### src/verilog/gtc_regs.svh
// register offsets, field positions, reset values and timing counts of the gated timer
`ifndef GTC_REGS_SVH
`define GTC_REGS_SVH
`define GTC_OFF_CTRL     12'h000
`define GTC_OFF_GATE     12'h004
`define GTC_OFF_COUNT    12'h008
`define GTC_OFF_OSC      12'h00C
`define GTC_OFF_FLAG     12'h010
`define GTC_OFF_IEN      12'h014
`define GTC_CTRL_ON      0
`define GTC_CTRL_CS_LO   1
`define GTC_CTRL_CS_HI   2
`define GTC_CTRL_OSCSEL  3
`define GTC_GATE_GSS_LO  0
`define GTC_GATE_GSS_HI  1
`define GTC_GATE_GVAL    2
`define GTC_GATE_GO      3
`define GTC_GATE_SPM     4
`define GTC_GATE_GTM     5
`define GTC_GATE_POL     6
`define GTC_GATE_GE      7
`define GTC_OSC_WARMUP   0
`define GTC_OSC_CALCFG   1
`define GTC_OSC_SCS_LO   2
`define GTC_OSC_SCS_HI   3
`define GTC_CS_INSTR     2'h0
`define GTC_CS_SYSTEM    2'h1
`define GTC_CS_EXTERNAL  2'h2
`define GTC_SCS_SECONDARY_OSCILLATOR     2'h1
`define GTC_COUNT_RESET  16'h0000
`define GTC_COUNT_MAX    16'hFFFF
`define GTC_CLK_PERIOD_NS 5
`define GTC_INSTR_NS     20
`define GTC_INSTR_CYCLES (`GTC_INSTR_NS / `GTC_CLK_PERIOD_NS)
`endif

### src/verilog/gtc_pkg.sv
// types shared by the gated timer
package gtc_pkg;
  typedef struct packed {
    logic       enable;
    logic       polarity;
    logic       toggleEn;
    logic       singlePulseEn;
    logic [1:0] sourceSel;
  } gtc_gate_cfg_t;
  typedef struct packed {
    logic       timerOn;
    logic [1:0] clockSourceSel;
    logic       oscSelect;
  } gtc_timer_cfg_t;
  typedef enum logic [1:0] {
    GTC_SP_IDLE,
    GTC_SP_ARMED,
    GTC_SP_ACTIVE
  } gtc_sp_state_t;
  typedef enum logic [1:0] {
    GTC_SRC_PIN,
    GTC_SRC_MATCH,
    GTC_SRC_CMP1,
    GTC_SRC_CMP2
  } gtc_gate_src_t;
endpackage

### src/verilog/gtc_timer.sv
// gated 16-bit timer/counter with apb register access
// What this block does
// RL1: secondary oscillator runs when any requester asks for it.
// RL2: oscillator counts only with external clock source selected, on rising edges.
// RL3: gate enable places counting under gate control, else free count.
// RL4: gate active increments on selected clock edge; inactive holds count.
// RL5: polarity 0 counts on low gate, polarity 1 on high gate.
// RL6: two-bit select picks pin, match pulse, comparator one, comparator two.
// RL7: companion timer rollover makes one instruction cycle high gate pulse.
// RL8: match source gates one cycle per match, or all but that cycle.
// RL9: comparator source gates from that comparator's output transitions.
// RL10: toggle mode routes gate through flip-flop toggling on incrementing edges.
// RL11: toggle flip-flop forced and held clear while toggle mode off.
// RL12: in toggle mode level status shows toggled gate counting.
// RL13: software sets single-pulse enable first, then go/done.
// RL14: armed timer enables on next incrementing edge; go clears on trailing edge.
// RL15: after completion no gate event counts until go set again.
// RL16: clearing single-pulse enable also clears go/done.
// RL17: toggle plus single pulse measures exactly one full gate cycle.
// RL18: read-only gate level status reflects gate level even ungated.
// RL19: falling level status sets gate-event flag; enable raises request.
// RL20: count wraps FFFFh to 0000h and each wrap latches overflow flag.
// RL21: overflow flag bit position follows timer instance, enable gates request.
// RL22: overflow enable bit position follows timer instance.
// RL23: gate enable only takes effect while timer is on.
// RL24: flags sticky until cleared; asynchronous gate sources synchronised first.
`timescale 1ns/1ps
`include "gtc_regs.svh"
module gtc_timer #(
  parameter int TIMER_ID   = 3,
  parameter int ADDR_WIDTH = 12
) (
  input  wire logic                   clk,
  input  wire logic                   reset,
  input  wire logic                   psel,
  input  wire logic                   penable,
  input  wire logic                   pwrite,
  input  wire logic [ADDR_WIDTH-1:0]  paddr,
  input  wire logic [31:0]            pwdata,
  input  wire logic [3:0]             pstrb,
  output logic      [31:0]            prdata,
  output logic                        pready,
  output logic                        pslverr,
  input  wire logic                   secondaryOscClk,
  input  wire logic                   extClkPin,
  input  wire logic                   gatePin,
  input  wire logic                   companionRollover,
  input  wire logic                   comparatorOneOut,
  input  wire logic                   comparatorTwoOut,
  output logic                        secondaryOscRun,
  output logic                        overflowIrq,
  output logic                        gateEventIrq
);
  import gtc_pkg::*;

  localparam int OVF_BIT  = (TIMER_ID == 7) ? 3 : 1;
  localparam int GEV_BIT  = (TIMER_ID == 3) ? 0 : 7;
  localparam int INSTR_CY = (`GTC_INSTR_CYCLES < 1) ? 1 : `GTC_INSTR_CYCLES;

  // only three instances exist and the map needs five address bits
  if (TIMER_ID != 3 && TIMER_ID != 5 && TIMER_ID != 7) begin : g_bad_id
    $error("TIMER_ID must be 3, 5 or 7");
  end
  if (ADDR_WIDTH < 5) begin : g_bad_addr
    $error("ADDR_WIDTH too small for register map");
  end

  // configuration registers
  gtc_timer_cfg_t tcfg_q;
  gtc_gate_cfg_t  gcfg_q;
  logic           goDone_q;
  logic           warmup_q;
  logic           calCfg_q;
  logic [1:0]     cpuClkSel_q;
  logic [15:0]    count_q;
  logic           ovfFlag_q;
  logic           gevFlag_q;
  logic           ovfIen_q;
  logic           gevIen_q;

  // synchronisers: stage one is read only by stage two
  logic [2:0] syncA_q;
  logic [2:0] syncB_q;
  logic [1:0] clkEdge_q;
  logic [1:0] cmpSyncA_q;
  logic [1:0] cmpSyncB_q;
  wire  logic secondary_oscillator  = syncB_q[0];
  wire  logic sExt  = syncB_q[1];
  wire  logic sPin  = syncB_q[2];
  wire  logic sCmp1 = cmpSyncB_q[0];

  // RL24 sync async sources
  always_ff @(posedge clk) begin
    if (reset) begin
      syncA_q <= 3'h0;
      syncB_q <= 3'h0;
      cmpSyncA_q <= 2'h0;
      cmpSyncB_q <= 2'h0;
    end else begin
      syncA_q <= {gatePin, extClkPin, secondaryOscClk};
      syncB_q <= syncA_q;
      cmpSyncA_q <= {comparatorTwoOut, comparatorOneOut};
      cmpSyncB_q <= cmpSyncA_q;
    end
  end

  always_ff @(posedge clk) begin
    if (reset)
      clkEdge_q <= 2'h0;
    else
      clkEdge_q <= {sExt, secondary_oscillator};
  end

  // instruction-cycle tick
  logic [7:0] instrDiv_q;
  wire  logic instrTick = (instrDiv_q == 8'(INSTR_CY - 1));
  always_ff @(posedge clk) begin
    if (reset)
      instrDiv_q <= 8'h00;
    else if (instrTick)
      instrDiv_q <= 8'h00;
    else
      instrDiv_q <= instrDiv_q + 8'h01;
  end

  // RL2 external source uses oscillator only when selected
  wire logic oscRise = secondary_oscillator & ~clkEdge_q[0];
  wire logic extRise = sExt & ~clkEdge_q[1];
  wire logic extTick = tcfg_q.oscSelect ? oscRise : extRise;
  wire logic clkTick = (tcfg_q.clockSourceSel == `GTC_CS_INSTR)  ? instrTick :
                       (tcfg_q.clockSourceSel == `GTC_CS_SYSTEM) ? 1'b1 :
                       (tcfg_q.clockSourceSel == `GTC_CS_EXTERNAL) ? extTick : 1'b0;

  // RL7 stretch companion rollover to one instruction cycle
  logic [7:0] matchCnt_q;
  logic       matchPulse_q;
  always_ff @(posedge clk) begin
    if (reset) begin
      matchCnt_q <= 8'h00;
      matchPulse_q <= 1'b0;
    end else if (companionRollover) begin
      matchCnt_q <= 8'(INSTR_CY - 1);
      matchPulse_q <= 1'b1;
    end else if (matchCnt_q != 8'h00) begin
      matchCnt_q <= matchCnt_q - 8'h01;
    end else begin
      matchPulse_q <= 1'b0;
    end
  end

  // RL6 gate source select
  // RL9 comparator levels follow their transitions
  wire logic gateRaw = (gcfg_q.sourceSel == GTC_SRC_PIN)   ? sPin :
                       (gcfg_q.sourceSel == GTC_SRC_MATCH) ? matchPulse_q :
                       (gcfg_q.sourceSel == GTC_SRC_CMP1)  ? sCmp1 : cmpSyncB_q[1];
  // RL5 polarity
  // RL8 polarity 0 inverts the match pulse
  wire logic gatePol = gcfg_q.polarity ? gateRaw : ~gateRaw;

  // RL10 toggle flip-flop on incrementing edges
  logic gatePolD_q;
  logic toggle_q;
  wire  logic polRise = gatePol & ~gatePolD_q;
  always_ff @(posedge clk) begin
    if (reset) begin
      gatePolD_q <= 1'b0;
      toggle_q <= 1'b0;
    end else begin
      gatePolD_q <= gatePol;
      // RL11 held clear outside toggle mode
      if (!gcfg_q.toggleEn)
        toggle_q <= 1'b0;
      else if (polRise)
        toggle_q <= ~toggle_q;
    end
  end
  wire logic gateTgl = gcfg_q.toggleEn ? toggle_q : gatePol;

  // single pulse sequencer
  gtc_sp_state_t spState_q;
  logic          gateTglD_q;
  wire  logic    tglRise = gateTgl & ~gateTglD_q;
  wire  logic    tglFall = ~gateTgl & gateTglD_q;
  wire  logic    spDone  = (spState_q == GTC_SP_ACTIVE) & tglFall;
  // RL15 blocked unless in active pulse
  wire  logic    gateFinal = gcfg_q.singlePulseEn ?
                             (spState_q == GTC_SP_ACTIVE) & gateTgl : gateTgl;

  // RL14 arm, enable on edge, finish on trailing edge
  // RL17 toggle feeds one full cycle as one pulse
  always_ff @(posedge clk) begin
    if (reset) begin
      spState_q <= GTC_SP_IDLE;
      gateTglD_q <= 1'b0;
    end else begin
      gateTglD_q <= gateTgl;
      case (spState_q)
        GTC_SP_IDLE:
          if (goDone_q && gcfg_q.singlePulseEn)
            spState_q <= GTC_SP_ARMED;
        GTC_SP_ARMED:
          if (!goDone_q)
            spState_q <= GTC_SP_IDLE;
          else if (tglRise)
            spState_q <= GTC_SP_ACTIVE;
        GTC_SP_ACTIVE:
          if (tglFall || !goDone_q)
            spState_q <= GTC_SP_IDLE;
        default:
          spState_q <= GTC_SP_IDLE;
      endcase
    end
  end

  // RL18 level status valid with gating off
  // RL12 toggled level shown in toggle mode
  logic gateVal_q;
  always_ff @(posedge clk) begin
    if (reset)
      gateVal_q <= 1'b0;
    else
      gateVal_q <= gateFinal;
  end
  wire logic gateFallEvt = gateVal_q & ~gateFinal;

  // RL3 gate control under enable
  // RL23 ignored while timer off
  // RL4 count on tick while active
  wire logic countEn = tcfg_q.timerOn & (~gcfg_q.enable | gateFinal);
  wire logic countInc = countEn & clkTick;
  wire logic wrapEvt = countInc & (count_q == `GTC_COUNT_MAX);

  // apb decode
  wire logic [ADDR_WIDTH-1:0] offs = paddr;
  wire logic hitCtrl  = (offs == ADDR_WIDTH'(`GTC_OFF_CTRL));
  wire logic hitGate  = (offs == ADDR_WIDTH'(`GTC_OFF_GATE));
  wire logic hitCount = (offs == ADDR_WIDTH'(`GTC_OFF_COUNT));
  wire logic hitOsc   = (offs == ADDR_WIDTH'(`GTC_OFF_OSC));
  wire logic hitFlag  = (offs == ADDR_WIDTH'(`GTC_OFF_FLAG));
  wire logic hitIen   = (offs == ADDR_WIDTH'(`GTC_OFF_IEN));
  wire logic hitAny   = hitCtrl | hitGate | hitCount | hitOsc | hitFlag | hitIen;
  wire logic access   = psel & penable & ~pready;
  // write lands on the edge that completes the transfer
  wire logic wrEn     = psel & penable & pready & pwrite & hitAny;
  wire logic wrLo     = wrEn & pstrb[0];
  wire logic wrHi     = wrEn & pstrb[1];

  wire logic [31:0] rdCtrl  = {28'h0, tcfg_q.oscSelect, tcfg_q.clockSourceSel, tcfg_q.timerOn};
  wire logic [31:0] rdGate  = {24'h0, gcfg_q.enable, gcfg_q.polarity, gcfg_q.toggleEn,
                               gcfg_q.singlePulseEn, goDone_q, gateVal_q,
                               gcfg_q.sourceSel};
  wire logic [31:0] rdOsc   = {28'h0, cpuClkSel_q, calCfg_q, warmup_q};
  wire logic [31:0] rdFlag  = (32'(ovfFlag_q) << OVF_BIT) | (32'(gevFlag_q) << GEV_BIT);
  wire logic [31:0] rdIen   = (32'(ovfIen_q) << OVF_BIT) | (32'(gevIen_q) << GEV_BIT);
  wire logic [31:0] rdData  = hitCtrl  ? rdCtrl :
                              hitGate  ? rdGate :
                              hitCount ? {16'h0, count_q} :
                              hitOsc   ? rdOsc :
                              hitFlag  ? rdFlag :
                              hitIen   ? rdIen : 32'h0;

  // one wait state, then answer
  always_ff @(posedge clk) begin
    if (reset) begin
      pready <= 1'b0;
      pslverr <= 1'b0;
      prdata <= 32'h0;
    end else begin
      pready <= access;
      pslverr <= access & ~hitAny;
      prdata <= (access & ~pwrite) ? rdData : 32'h0;
    end
  end

  // control registers
  always_ff @(posedge clk) begin
    if (reset) begin
      tcfg_q <= '0;
      gcfg_q <= '0;
      warmup_q <= 1'b0;
      calCfg_q <= 1'b0;
      cpuClkSel_q <= 2'h0;
      ovfIen_q <= 1'b0;
      gevIen_q <= 1'b0;
    end else if (wrLo) begin
      if (hitCtrl)
        tcfg_q <= {pwdata[`GTC_CTRL_ON], pwdata[`GTC_CTRL_CS_HI:`GTC_CTRL_CS_LO],
                   pwdata[`GTC_CTRL_OSCSEL]};
      if (hitGate)
        gcfg_q <= {pwdata[7:4], pwdata[1:0]};
      if (hitOsc) begin
        warmup_q <= pwdata[`GTC_OSC_WARMUP];
        calCfg_q <= pwdata[`GTC_OSC_CALCFG];
        cpuClkSel_q <= pwdata[`GTC_OSC_SCS_HI:`GTC_OSC_SCS_LO];
      end
      if (hitIen) begin
        ovfIen_q <= pwdata[OVF_BIT];
        gevIen_q <= pwdata[GEV_BIT];
      end
    end
  end

  // go/done: software set wins over hardware clear
  // RL16 dropping single-pulse enable clears go
  // RL13 go only arms with single-pulse enabled
  wire logic goWrite  = wrLo & hitGate;
  wire logic goSet    = goWrite & pwdata[`GTC_GATE_GO] & pwdata[`GTC_GATE_SPM];
  wire logic spmOff   = goWrite ? ~pwdata[`GTC_GATE_SPM] : ~gcfg_q.singlePulseEn;
  always_ff @(posedge clk) begin
    if (reset)
      goDone_q <= 1'b0;
    else if (goSet)
      goDone_q <= 1'b1;
    else if (spmOff || spDone || (goWrite && !pwdata[`GTC_GATE_GO]))
      goDone_q <= 1'b0;
  end

  // RL20 count and wrap; software write wins
  always_ff @(posedge clk) begin
    if (reset)
      count_q <= `GTC_COUNT_RESET;
    else if (hitCount && (wrLo || wrHi))
      count_q <= {wrHi ? pwdata[15:8] : count_q[15:8],
                  wrLo ? pwdata[7:0] : count_q[7:0]};
    else if (countInc)
      count_q <= count_q + 16'h0001;
  end

  // RL24 sticky flags, set beats clear
  // RL19 falling level status sets event flag
  // RL21 overflow flag position by instance
  wire logic flagWr = wrEn & hitFlag & pstrb[0];
  always_ff @(posedge clk) begin
    if (reset) begin
      ovfFlag_q <= 1'b0;
      gevFlag_q <= 1'b0;
    end else begin
      if (wrapEvt)
        ovfFlag_q <= 1'b1;
      else if (flagWr && pwdata[OVF_BIT])
        ovfFlag_q <= 1'b0;
      if (gateFallEvt)
        gevFlag_q <= 1'b1;
      else if (flagWr && pwdata[GEV_BIT])
        gevFlag_q <= 1'b0;
    end
  end

  // RL22 enables gate requests
  // RL1 any requester runs the oscillator
  always_ff @(posedge clk) begin
    if (reset) begin
      overflowIrq <= 1'b0;
      gateEventIrq <= 1'b0;
      secondaryOscRun <= 1'b0;
    end else begin
      overflowIrq <= ovfFlag_q & ovfIen_q;
      gateEventIrq <= gevFlag_q & gevIen_q;
      secondaryOscRun <= tcfg_q.oscSelect | calCfg_q | warmup_q |
                         (cpuClkSel_q == `GTC_SCS_SECONDARY_OSCILLATOR);
    end
  end
endmodule

### config.mk
export PLATFORM = sky130hd
export DESIGN_NAME = gtc_timer
export DESIGN_NICKNAME = d
export VERILOG_FILES = /design/src/verilog/gtc_pkg.sv /design/src/verilog/gtc_timer.sv
export VERILOG_INCLUDE_DIRS = /design/src /design/src/verilog
export SDC_FILE = /design/constraint.sdc
export NUM_CORES = 1
export LEC_CHECK = 0
export BUFFER_PORTS_ARGS = -buffer_cell sky130_fd_sc_hd__buf_2
export CORE_ASPECT_RATIO = 1.4
export CORE_MARGIN = 8
export CORE_UTILIZATION = 50
export CTS_CLUSTER_SIZE = 40
export DETAILED_ROUTE_END_ITERATION = 10
export GPL_ROUTABILITY_DRIVEN = 0
export PLACE_DENSITY = 0.75
export REMOVE_ABC_BUFFERS = 1
export SLEW_MARGIN = 20
export SYNTH_ARGS = -nofsm -noshare
export SYNTH_HDL_FRONTEND = slang
export SYNTH_SLANG_ARGS = --single-unit
### constraint.sdc
create_clock -name clk -period 3 [get_ports clk]
set_clock_uncertainty 0.2 [all_clocks]
set_input_delay 0.3 -clock clk [delete_from_list [all_inputs] [get_ports clk]]
set_output_delay 0.3 -clock clk [all_outputs]
set_load 0.1 [all_outputs]
==> run_results.csv, run 1 <==
group,metric,value,unit
outcome,status,"completed",
cells_and_area,drive_above_1_share,0.1784,
setup_path,critPathTopFamily,"simple AND/OR/NAND/NOR gates",
setup_path,crit_arrival,2.90,ns
sta,worstMarginPinSlew,1.053,ns
yosys,synth.distinct_cells,61,
yosys,synth-main-ff-cell,"dfxtp_1",
routing,drt_iter0_markers,220,
routing,dr_wl_met3,529,um
setup_path,path_max_fanout,11,
routing,wl_per_cell,15.82,um
clock_tree,path_clk_slew,0.07,ns
clock_tree,root_buffer,"clkbuf_16",
pwr,peakVddDrop,0.3988,mV
setup_path,crit_path_max_incr_delay,0.54,ns
global_route,grt_max_degree,56,
setup_path,worstSetupStartpoint,"instrDiv_q[0]",
cells_and_area,fillers,733,
setup_path,r2r-start,"instrDiv_q[0]",
sta,slew_headroom,0.2944,
setup_path,critPathBufInv,0,
sta,period_share,0.9418,
yosys,synth_warnings,0,
placement,io_buffers,61,
floorplan,num_io_pins,96,
routing,route.vias.total,3580,
setup_path,slowest_stage,"or4_1",
floorplan,die_area,11290,um2
setup_path,required,3.07,ns
sta,max_freq,0.3540,GHz
setup_path,end_kind,"flip-flop",
yosys,seq_area_frac_synth,0.4494,
routing,routed.top_layer,"met4",
routing,routed_wl,10.13,mm
clock_tree,clockBufferDepth,2,
placement,dp_hpwl,7.537,mm
routing,drc_errors,0,
yosys,syn_area_per_cell,8.699,um2
yosys,syn-instance-count,466,
pwr,power_density,581.3,nW/um2
sta,layout_min_cycle_time,2.825,ns
min_path,worst_hold_path_type,"in2reg",
clock_tree,cts_buffers,9,
yosys,synthArstFlopShare,0,
sta,rsz0062_at_grt,"yes",
cells_and_area,fin_util,0.6012,
clock_tree,clk_latency,0.35,ns
setup_path,worstSetupPathType,"reg2reg",
setup_path,startpoint_type,"flip-flop",
clock_tree,cts_sinks,91,
floorplan,core,8003,um2
cells_and_area,layout_common_cells,"dfxtp_1, buf_2, nor2_1",
global_route,grt_pass1_wl,16.21,mm
yosys,syn-cell-area,4054,um2
routing,vias_per_cell,5.594,
global_route,overflow,0,
job,drv_cap,0,
cells_and_area,antennaDiodeCount,0,
global_route,antenna_found_initial,0,
setup_path,worstPathCellList,"ha_1 > or4b_1 > o22ai_1 > o21a_1 > nand3_2 > or4_1 > a31oi_1",
cells_and_area,final_common_cell,"dfxtp_1",
floorplan,die-height,122.5,um
cells_and_area,finalNetCount,595,
routing,ant_nets,0,
routing,wl_met1,4.072,mm
floorplan,die_x,92.10,um
routing,wl_met2,5.195,mm
yosys,synth_edf_count,0,
routing,drt_first_pass_iters,4,
sta,setup_violations,0,
global_route,first_global_vias,3597,
cells_and_area,syn_to_final_growth,18.67,%
min_path,min_from,"pwdata[5]",
clock_tree,htreeDepth,3,
yosys,synth_seq_cells,91,
sta,holdWs,0.02499,ns
floorplan,start_util,0.5066,
clock_tree,post_cts_resized,0,
global_route,grtUsageTotal,0.1806,
sta,drv_slew,0,
pwr,p_leak,1.918,nW
cells_and_area,multiInputGateArea,2046,um2
cells_and_area,seq_area,1822,um2
clock_tree,cts_tree,"yes",
floorplan,fp-row-count,39,
clock_tree,cts_setup_buffers,0,
sta,finalHoldViolations,0,
-- logic make-up after synthesis --
group	Yosys count	synth area share
AOI/OAI and AO/OA	100	0.1691
xor gates and xnor gates	14	0.03210
buffers and inverters	47	0.05988
muxes	10	0.02839
adders and majority gates	3	0.009260
other	1	0.0009250
and+or+nand+nor	200	0.2509
DFF	91	0.4494
-- layout make-up --
| cell class | count | share of cell area |
|---|---|---|
| repair buffers | 76 | 0.09103 |
| well taps | 102 | 0.02653 |
| inverters | 12 | 0.009363 |
| multi-input cells | 343 | 0.4252 |
| flip-flops and latches | 91 | 0.3787 |
| clock buffers | 10 | 0.04967 |
| clock inverters | 6 | 0.01951 |
-- report_power, final --
| part | internal [W] | switching (W) |
|---|---|---|
| logic | 0.0000840 | 0.000206 |
| registers | 0.00124 | 0.0000232 |
| clock network | 0.000761 | 0.000483 |
-- Yosys cell counts, types with 8 or more instances --
cell      instances  share of area
clkbuf_1         13          0.012
inv_1            11          0.010
nor2_1           47          0.044
a21oi_1          39          0.048
nand2_1          46          0.043
dfxtp_1          91           0.45
and3_1           11          0.017
a211oi_1          9          0.017
and2_1           10          0.015
buf_4            16          0.030
xor2_1            8          0.017
nand3_1          22          0.027
nor3_1           19          0.023
nor2b_1          13          0.020
-- through the flow --
stage	TNS [ns]	setup slack, ns	instance area (um2)	total power [W]	std cells
2_1_floorplan	0	0.07051	3913	0.001481	446
3_5_place_dp	0	0.2136	4398	0.001567	616
5_1_grt	-0.02615	-0.01394	4811	0.002885	640
4_1_cts	0	0.1735	4811	0.002816	640
3_3_place_gp	0	0.2904	4398	0.001553	616
6_report	0	0.1747	4811	0.002796	640
-- worst reg2reg max path, stage by stage (launching register included) --
cell,delay (ns)
dfxtp_1,0.41
ha_1,0.27
or4b_1,0.48
o22ai_1,0.16
o21a_1,0.27
nand3_2,0.24
or4_1,0.54
a31oi_1,0.18
-- metal layers --
| layer | GRT usage | vias up |
|---|---|---|
| li1 | - | 1766 |
| met1 | 0.1864 | 1688 |
| met2 | 0.3188 | 103 |
| met3 | 0.04468 | 23 |
| met4 | 0.1193 | 0 |
| met5 | 0 | - |
-- state kept, by name, summed over array words and instances (netlist names), 3 cells and up --
signal / cells
syncB_q: 3
rdCtrl: 4
gcfg_q: 6
instrDiv_q: 8
prdata: 16
syncA_q: 3
matchCnt_q: 8
count_q: 16
-- worst paths after layout --
check	to	slack (ns)	depth (start not counted)
max	count_q[11]	0.17	7
min	gcfg_q[3]	0.02	3
max reg2reg	count_q[11]	0.17	7
min reg2reg	cmpSyncB_q[0]	0.24	1
-- what timing repair did --
item,CTS,global route
endpoints found under the setup margin,0,2
hold buffers,8,0
endpoints found under the hold margin,7,0
Note: power is estimated with default switching activity, not from simulation.
==> run 2: changes to the inputs <==
--- a/config.mk
+++ b/config.mk
@@ -14,6 +14,7 @@
 export DETAILED_ROUTE_END_ITERATION = 10
 export GPL_ROUTABILITY_DRIVEN = 0
 export PLACE_DENSITY = 0.75
+export RECOVER_POWER = 50
 export REMOVE_ABC_BUFFERS = 1
 export SLEW_MARGIN = 20
 export SYNTH_ARGS = -nofsm -noshare
==> run 2 against run 1 <==
Design area shrank 1.1%. Count of clock-buffer cells in the layout unchanged. Clock power barely moved.
==> run_results.csv, run 2 (synthesis results as in run 1) <==
group,metric,value,unit
outcome,status,"completed",
routing,wl_per_cell,15.90,um
setup_path,startpoint_type,"flip-flop",
floorplan,core,8003,um2
sta,layout_setup_ws,0.1693,ns
routing,vias_per_cell,5.636,
cells_and_area,antennaDiodeCount,0,
setup_path,worstSetupPathType,"reg2reg",
global_route,first_global_vias,3597,
sta,layout_min_cycle_time,2.831,ns
setup_path,path_max_fanout,11,
cells_and_area,syn_to_final_growth,17.31,%
setup_path,required,3.07,ns
placement,placed_area,4398,um2
global_route,antenna_found_initial,0,
clock_tree,cts_tree,"yes",
sta,slew_headroom,0.2081,
clock_tree,cts_sinks,91,
sta,setup_violations,0,
sta,setup_tns,0,ns
setup_path,slowest_stage,"or4_1",
cells_and_area,final_cell_area,4756,um2
setup_path,r2r-start,"instrDiv_q[0]",
setup_path,crit_arrival,2.91,ns
clock_tree,root_buffer,"clkbuf_16",
cells_and_area,reg_top3,"count_q x16, prdata x16",
setup_path,worstPathCellList,"ha_1 > or4b_1 > o22ai_1 > o21a_1 > nand3_2 > or4_1 > a31oi_1",
cells_and_area,finalNetCount,595,
pwr,power_density,587.8,nW/um2
setup_path,rr_endpoint,"count_q[11]",
clock_tree,path_clk_slew,0.07,ns
sta,period_share,0.9436,
min_path,whs_path_depth,3,
pwr,p_leak,1.809,nW
sta,drv_slew,0,
pwr,peakVddDrop,0.3975,mV
sta,finalHoldViolations,0,
routing,drc_errors,0,
global_route,grt_max_degree,56,
cells_and_area,layout_common_cells,"dfxtp_1, nor2_1, nand2_1",
floorplan,start_util,0.5066,
routing,drt_first_pass_iters,4,
setup_path,critPathBufInv,0,
clock_tree,post_cts_resized,0,
setup_path,rrSetupSlack,0.17,ns
min_path,worst_hold_path_type,"in2reg",
min_path,whs_endpoint,"gcfg_q[3]",
clock_tree,htreeDepth,3,
floorplan,die_x,92.10,um
placement,dp_hpwl,7.537,mm
placement,dp_slack,0.2136,ns
routing,route.vias.total,3607,
sta,rsz0062_at_grt,"yes",
setup_path,end_kind,"flip-flop",
setup_path,crit_path_max_incr_delay,0.54,ns
global_route,overflow,0,
clock_tree,clk_latency,0.35,ns
floorplan,die_area,11290,um2
clock_tree,cts_setup_buffers,0,
clock_tree,clockBufferDepth,2,
sta,worstMarginPinSlew,1.193,ns
job,drv_cap,0,
clock_tree,cts_buffers,9,
setup_path,r2r_cells,7,
routing,routed_wl,10.17,mm
setup_path,critPathTopFamily,"simple AND/OR/NAND/NOR gates",
global_route,grtUsageTotal,0.1806,
sta,max_freq,0.3533,GHz
cells_and_area,final_common_cell,"dfxtp_1",
cells_and_area,drive_above_1_share,0.1320,
placement,io_buffers,61,
floorplan,die-height,122.5,um
routing,drt_iter0_markers,203,
setup_path,worstSetupStartpoint,"instrDiv_q[0]",
floorplan,fp-row-count,39,
min_path,min_from,"pwdata[5]",
global_route,grt_pass1_wl,16.21,mm
routing,ant_nets,0,
floorplan,num_io_pins,96,
sta,holdWs,0.02093,ns
-- run 2: changes by cell type in the layout (fill, tap and decap cells not counted) --
cell,delta
nor4_2,-1
nor4b_1,+1
nor4_1,+1
nor4b_4,-1
buf_4,-2
clkbuf_1,+23
buf_2,-21
-- run 2: area by class of cell --
cell class | count | area [um2]
clock buffers | 10 | 239.0
clock inverters | 6 | 93.84
fillers | 753 | 3247
inverters | 12 | 45.04
multi-input cells | 343 | 2024
flip-flops and latches | 91 | 1822
well taps | 102 | 127.6
repair buffers | 76 | 404.1
-- run 2: routing by layer --
metal / vias to the layer above / part of all wire / GRT usage
met5: - / 0 / 0
met4: 0 / 0.032 / 0.1193
met3: 24 / 0.057 / 0.04468
met2: 117 / 0.51 / 0.3188
met1: 1701 / 0.40 / 0.1864
li1: 1765 / - / -
-- run 2: power breakdown --
group | switching (W) | total, W | internal, W
Combinational | 0.000206 | 0.000289 | 0.0000831
Clock | 0.000484 | 0.00124 | 0.000761
Sequential | 0.0000231 | 0.00126 | 0.00124
-- run 2: worst register-to-register path, stage by stage (launching register included) --
cell     delay [ns]
dfxtp_1        0.41
ha_1           0.27
or4b_1         0.48
o22ai_1        0.16
o21a_1         0.27
nand3_2        0.24
or4_1          0.54
a31oi_1        0.18
-- run 2: stage by stage --
stage | instances | utilization | total power [W]
finish | 640 | 0.5943 | 0.002796
global route | 640 | 0.5943 | 0.002883
CTS | 640 | 0.6012 | 0.002816
detailed placement | 616 | 0.5496 | 0.001567
global placement | 616 | 0.5496 | 0.001553
floorplan | 446 | - | 0.001481
-- run 2: worst max path at each step --
stage / endpoint / depth (start not counted)
after CTS: count_q[11] / 7
final: count_q[11] / 7
after global routing: count_q[11] / 7
after global placement: count_q[0] / 6
after floorplan: count_q[0] / 6
after detailed placement: count_q[0] / 6
-- run 2: what timing repair did --
action | in CTS | in global routing
endpoints found under the hold margin | 7 | 0
hold buffers | 8 | 0
endpoints found under the setup margin | 0 | 2
